<file path="src/usgw_regs.svh">
`ifndef USGW_REGS_SVH
`define USGW_REGS_SVH
// Clock rate in kHz
`define USGW_CLK_KHZ 25000
// Bus power sense debounce time in microseconds
`define USGW_VBUS_DEB_US 10
`define USGW_VBUS_DEB_CYC ((`USGW_VBUS_DEB_US * `USGW_CLK_KHZ + 999) / 1000)
// Remote wakeup request pulse length in microseconds
`define USGW_RWAKE_US 4
`define USGW_RWAKE_CYC ((`USGW_RWAKE_US * `USGW_CLK_KHZ + 999) / 1000)
// Speed mode codes
`define USGW_SPEED_W 2
`endif

</file>
<file path="src/usgw_pkg.sv">
package usgw_pkg;
  typedef enum logic [1:0] {
    USGW_SPD_NONE,
    USGW_SPD_FS,
    USGW_SPD_HS,
    USGW_SPD_SS
  } usgw_speed_t;
endpackage

</file>
<file path="src/usgw_sleep_gate.sv">
`timescale 1ns/10ps
`include "usgw_regs.svh"
module usgw_sleep_gate
  import usgw_pkg::*;
#(
  parameter int DEB_CYC = `USGW_VBUS_DEB_CYC,
  parameter int RWAKE_CYC = `USGW_RWAKE_CYC
) (
  input wire logic mclk,
  input wire logic rst_b,
  input wire logic bus_power_sense,
  input wire logic link_suspended,
  input wire logic link_resume,
  input wire logic sleep_request,
  input wire logic wake_event,
  input wire logic startup_ready_message,
  input wire logic ss_capable,
  input wire logic fw_download,
  input wire logic wakeup_port_selection,
  input wire logic wakeup_pin_assignment,
  input wire logic enum_done,
  output logic sleep_enable,
  output logic remote_wakeup_req,
  output logic ring_indicator_line,
  output logic keep_data_conn,
  output logic drop_data_conn,
  output logic reenumerate,
  output logic ss_mode_en,
  output logic hs_mode_en,
  output logic fs_mode_en,
  output logic attached
);

  typedef enum logic [1:0] {
    USGW_AWAKE,
    USGW_ASLEEP
  } usgw_pwr_t;

  usgw_pwr_t pwr;
  usgw_speed_t speed;
  logic [15:0] deb_cnt;
  logic [15:0] rwake_cnt;
  logic attached_prev;
  logic event_pending;
  logic fw_prev;
  logic sleep_ok;
  logic wake_cond;

  ////////////////////////////////////////////////////////////////////////
  // Attachment detection, filtered against bounce on connector insertion
  // attach and detach detect
  always_ff @(posedge mclk or negedge rst_b) begin
    if (!rst_b) begin
      deb_cnt <= 16'h0000;
      attached <= 1'b0;
    end else if (bus_power_sense == attached) begin
      deb_cnt <= 16'h0000;
    end else if (deb_cnt >= 16'(DEB_CYC - 1)) begin
      deb_cnt <= 16'h0000;
      attached <= bus_power_sense;
    end else begin
      deb_cnt <= deb_cnt + 16'h0001;
    end
  end

  always_ff @(posedge mclk or negedge rst_b) begin
    if (!rst_b) begin
      attached_prev <= 1'b0;
      fw_prev <= 1'b0;
    end else begin
      attached_prev <= attached;
      fw_prev <= fw_download;
    end
  end

  ////////////////////////////////////////////////////////////////////////
  // Sleep permission: an active link always vetoes sleep
  // sleep gating
  assign sleep_ok = (link_suspended || !attached) && !startup_ready_message;
  assign wake_cond = (attached && link_resume) || (attached && !attached_prev) || !sleep_ok;

  always_ff @(posedge mclk or negedge rst_b) begin
    if (!rst_b) begin
      pwr <= USGW_AWAKE;
    end else begin
      case (pwr)
        USGW_AWAKE: begin
          if (sleep_request && sleep_ok) begin
            pwr <= USGW_ASLEEP;
          end
        end
        USGW_ASLEEP: begin
          if (wake_cond) begin
            pwr <= USGW_AWAKE;
          end
        end
        default: pwr <= USGW_AWAKE;
      endcase
    end
  end

  // Combinational so a link coming alive drops permission at once
  assign sleep_enable = (pwr == USGW_ASLEEP) && sleep_ok;

  ////////////////////////////////////////////////////////////////////////
  // Remote wakeup request while the link is suspended
  // suspend remote wakeup
  always_ff @(posedge mclk or negedge rst_b) begin
    if (!rst_b) begin
      rwake_cnt <= 16'h0000;
      remote_wakeup_req <= 1'b0;
    end else if (rwake_cnt != 16'h0000) begin
      rwake_cnt <= rwake_cnt - 16'h0001;
      remote_wakeup_req <= (rwake_cnt != 16'h0001) && link_suspended;
    end else if (wake_event && attached && link_suspended) begin
      rwake_cnt <= 16'(RWAKE_CYC);
      remote_wakeup_req <= 1'b1;
    end else begin
      remote_wakeup_req <= 1'b0;
    end
  end

  ////////////////////////////////////////////////////////////////////////
  // Detached wakeup line; the event stays flagged until enumeration ends,
  // so nothing is lost while the host reattaches. Set wins over clear.
  // detached wakeup line
  always_ff @(posedge mclk or negedge rst_b) begin
    if (!rst_b) begin
      event_pending <= 1'b0;
    end else if (wake_event && !attached) begin
      event_pending <= 1'b1;
    end else if (attached && enum_done) begin
      event_pending <= 1'b0;
    end
  end

  always_ff @(posedge mclk or negedge rst_b) begin
    if (!rst_b) begin
      ring_indicator_line <= 1'b0;
    end else begin
      // A fresh event drives the line on the next edge, without waiting a cycle for the flag
      ring_indicator_line <= (event_pending || wake_event) && !attached && wakeup_pin_assignment;
    end
  end

  ////////////////////////////////////////////////////////////////////////
  // Data connection survival across detach
  // keep data connections
  always_ff @(posedge mclk or negedge rst_b) begin
    if (!rst_b) begin
      keep_data_conn <= 1'b0;
      drop_data_conn <= 1'b0;
    end else begin
      keep_data_conn <= wakeup_port_selection && wakeup_pin_assignment;
      drop_data_conn <= !attached && attached_prev && !(wakeup_port_selection && wakeup_pin_assignment);
    end
  end

  ////////////////////////////////////////////////////////////////////////
  // Speed mode selection; one encoded speed state so HS and SS can never coexist
  // speed exclusivity
  always_ff @(posedge mclk or negedge rst_b) begin
    if (!rst_b) begin
      speed <= USGW_SPD_NONE;
    end else if (!attached) begin
      speed <= USGW_SPD_NONE;
    end else if (fw_download) begin
      speed <= USGW_SPD_HS;
    end else if (speed == USGW_SPD_NONE) begin
      speed <= ss_capable ? USGW_SPD_SS : USGW_SPD_HS;
    end
  end

  always_ff @(posedge mclk or negedge rst_b) begin
    if (!rst_b) begin
      ss_mode_en <= 1'b0;
      hs_mode_en <= 1'b0;
      fs_mode_en <= 1'b0;
    end else begin
      ss_mode_en <= (speed == USGW_SPD_SS);
      hs_mode_en <= (speed == USGW_SPD_HS);
      fs_mode_en <= (speed == USGW_SPD_HS) || (speed == USGW_SPD_FS);
    end
  end

  always_ff @(posedge mclk or negedge rst_b) begin
    if (!rst_b) begin
      reenumerate <= 1'b0;
    end else begin
      reenumerate <= fw_download && !fw_prev && attached;
    end
  end

endmodule // usgw_sleep_gate

</file>
<file path="config.mk">
export PLATFORM = sky130hd
export DESIGN_NAME = usgw_sleep_gate
export DESIGN_NICKNAME = d
export VERILOG_FILES = /design/src/usgw_pkg.sv /design/src/usgw_sleep_gate.sv
export VERILOG_INCLUDE_DIRS = /design/src
export SDC_FILE = /design/constraint.sdc
export NUM_CORES = 1
export LEC_CHECK = 0
export BUFFER_PORTS_ARGS = -buffer_cell sky130_fd_sc_hd__buf_2
export CAP_MARGIN = 0
export CORE_ASPECT_RATIO = 1.2
export CORE_UTILIZATION = 23
export CTS_CLUSTER_DIAMETER = 200
export DETAILED_ROUTE_END_ITERATION = 12
export GPL_TIMING_DRIVEN = 0
export PLACE_DENSITY = 0.45
export SLEW_MARGIN = 10
export SYNTH_ARGS = -nofsm -noshare
export SYNTH_HDL_FRONTEND = slang
export SYNTH_SLANG_ARGS = --single-unit
</file>
<file path="constraint.sdc">
create_clock -name mclk -period 2.44 [get_ports mclk]
set_input_delay 0 -clock mclk [delete_from_list [all_inputs] [get_ports mclk]]
set_output_delay 0 -clock mclk [all_outputs]
set_load 0.1 [all_outputs]
</file>
==> flow_metrics.env <==
export IMPL_diodes=0
export IMPL_drive_gt1_share_pct=17.4
export IMPL_hold_class="primary input to flip-flop"
export IMPL_first_iter_violations=63
export IMPL_power_mw=2.24
export IMPL_syn_to_final_growth_pct=23.4
export IMPL_yosysSeqAreaShare_pct=56.2
export IMPL_layout_common_cells="dfrtp_1, buf_2, nor2_1"
export IMPL_endpoint_kind="flip-flop"
export IMPL_cts_tree="done"
export IMPL_finish_utilization_pct=29.7
export IMPL_finalHoldViolations=0
export IMPL_rsz0062_at_grt="false"
export IMPL_cts_buffers=5
export IMPL_critPathRequiredTime_ns=2.63
export IMPL_synth_cell_type_count=40
export IMPL_place_gp_congestion=0.706
export IMPL_crit_fanout=7
export IMPL_cts_sinks=47
export IMPL_dpl_worst_slack_ns=0.419
export IMPL_fin_ws_ns=0.410
export IMPL_skew_ns=0.0121
export IMPL_vdd_drop_max_mv=0.256
export IMPL_fin_area_um2=2580
export IMPL_grt_max_degree=48
export IMPL_setup_viol=0
export IMPL_path_clk_slew_ns=0.10
export IMPL_clk_path_buf_depth=2
export IMPL_wl_mm=3.81
export IMPL_drc_errors=0
export IMPL_powerDensity_nw_per_um2=868
export IMPL_grt_pass1_wl_mm=6.76
export IMPL_final_nets=256
export IMPL_hold_ws_ns=0.0272
export IMPL_yosysWarningCount=0
export IMPL_worst_setup_path_start_kind="flip-flop"
export IMPL_syn_area_um2=2090
export IMPL_die_h_um=107
export IMPL_grt_antenna_before_repair=0
export IMPL_firstDrtPassIters=4
export IMPL_place_inst=333
export IMPL_multi_input_area_um2=877
export IMPL_final_max_slew_viol_count=0
export IMPL_via_count=1456
export IMPL_grt_usage_pct=9.11
export IMPL_ys_ff_latch=47
export IMPL_grt_pass1_vias=1455
export IMPL_antenna_left=0
export IMPL_htreeDepth=2
export IMPL_pin_count=23
export IMPL_crit_type="flip-flop to flip-flop"
export IMPL_wl_per_cell_um=10.8
export IMPL_leakage_nw=1.17
export IMPL_status="finished, final reports clean"
export IMPL_instances_no_fill=352
export IMPL_core_um2=8700
export IMPL_initial_core_util_pct=24.1
export IMPL_worstPathArrival_ns=2.22
export IMPL_cap_violations=0
export IMPL_rows=37
export IMPL_worst_pin_slew_ns=1.03
export IMPL_filler_cell_count=928
export IMPL_synthCells=187
export IMPL_max_freq_mhz=493
export IMPL_final_common_cell="dfrtp_1"
export IMPL_slew_headroom_pct=31.1
export IMPL_io_buffers=22
export IMPL_period_share_pct=83.2
export IMPL_clockRootBuffer="clkbuf_8"
export IMPL_fin_crit_ns=2.03
export IMPL_place_area_um2=2380
export IMPL_via_per_inst=4.14
export IMPL_die_area_um2=9490
export IMPL_die_w_um=89.1
export IMPL_avgSynthCellArea_um2=11.2
export IMPL_overflow=0
export IMPL_seqCellArea_um2=1180
export IMPL_clk_latency_ns=0.30
export IMPL_finalSetupTns_ns=0
export IMPL_dpl_hpwl_mm=2.67
[final cells by class]
class                           count  area share (%)
Timing Repair Buffer               33            8.53
Clock buffer                        5            2.66
Inverter                           14            2.03
Sequential cell                    47            45.5
Buffer                              4           0.727
Multi-Input combinational cell    129            34.0
Clock inverter                      3           0.872
Tap cell                          117            5.67
[path summary, 6_finish.rpt]
check,start,endpoint,slack [ns],cells after the start
worst max-delay path,rwake_cnt[0],rwake_cnt[10],0.41,6
min in group asynchronous,rst_b,rwake_cnt[7],0.41,2
max in group asynchronous,rst_b,rwake_cnt[5],1.38,2
worst min register to register,fw_prev,reenumerate,0.40,1
worst max register to register,rwake_cnt[0],rwake_cnt[10],0.41,6
worst min-delay path,wake_event,remote_wakeup_req,0.03,3
[cell families (layout without fill, tap and decap cells)]
| family | count (synthesis) | count (layout) | synth area share [%] |
|---|---|---|---|
| AND/OR/NAND/NOR | 70 | 70 | 19.2 |
| flip-flops | 47 | 47 | 56.2 |
| XOR/XNOR | 15 | 15 | 6.28 |
| buffers and inverters | 18 | 59 | 3.41 |
| AO/OA/AOI/OAI | 21 | 21 | 6.34 |
| other | 1 | 8 | 0.179 |
| adder cells (fa/ha/maj) | 9 | 9 | 5.38 |
| multiplexers | 6 | 6 | 2.99 |
[repair_timing]
action | 4_1_cts | 5_1_grt
hold endpoints to repair | 58 | 1
gates resized for setup | 0 | 0
setup buffers | 0 | 0
hold buffers | 10 | 1
[where the power goes]
group / internal [mW] / switching (mW) / total, mW
clock network: 0.206 / 0.272 / 0.478
logic: 0.278 / 0.423 / 0.702
registers: 0.912 / 0.149 / 1.06
[per-layer routing]
metal	part of all wire, %	vias to the layer above	track usage, %
li1	-	733	-
met1	47	684	11.1
met2	47	32	14.9
met3	3.5	7	1.94
met4	2.2	0	4.42
met5	0	-	0
[flip-flops by register name, indices dropped and copies added, names as in the netlist]
name / cells
attached: 1
attached_prev: 1
deb_cnt: 16
drop_data_conn: 1
event_pending: 1
fs_mode_en: 1
fw_prev: 1
hs_mode_en: 1
keep_data_conn: 1
pwr: 1
reenumerate: 1
remote_wakeup_req: 1
ring_indicator_line: 1
rwake_cnt: 16
speed: 2
ss_mode_en: 1
[synthesized netlist by cell type, drive strengths merged]
cell type,n,area share [%]
nand4,3,0.90
o22ai,2,0.60
nor4,7,2.4
nor3,7,2.2
or4,2,0.90
buf,1,0.36
and2,2,0.60
inv,14,2.5
nand2,9,1.7
xor2,9,3.8
o31a,2,0.84
nand2b,1,0.30
a211oi,3,1.1
xnor2,6,2.5
nor3b,5,1.8
nand4b,1,0.42
nor4b,1,0.42
conb,1,0.18
dfrtp,47,56
mux2i,4,1.9
o21a,1,0.36
mux2,2,1.1
or3,2,1.1
o21ai,7,1.7
o31ai,1,0.36
nor2,17,3.0
a21oi,3,0.72
or2b,1,0.36
and3,2,0.60
a31oi,1,0.30
and4,1,0.42
clkbuf,3,0.54
ha,9,5.4
o311ai,1,0.42
nand3,9,2.2
[worst max-delay path, stage by stage, from the launching register on]
cell,delay (ns)
dfrtp_1,0.46
inv_1,0.10
ha_1,0.23
nor3b_1,0.39
nand2_1,0.14
nor4_1,0.22
mux2_2,0.37
No activity file was read; power rests on OpenSTA's default activity.
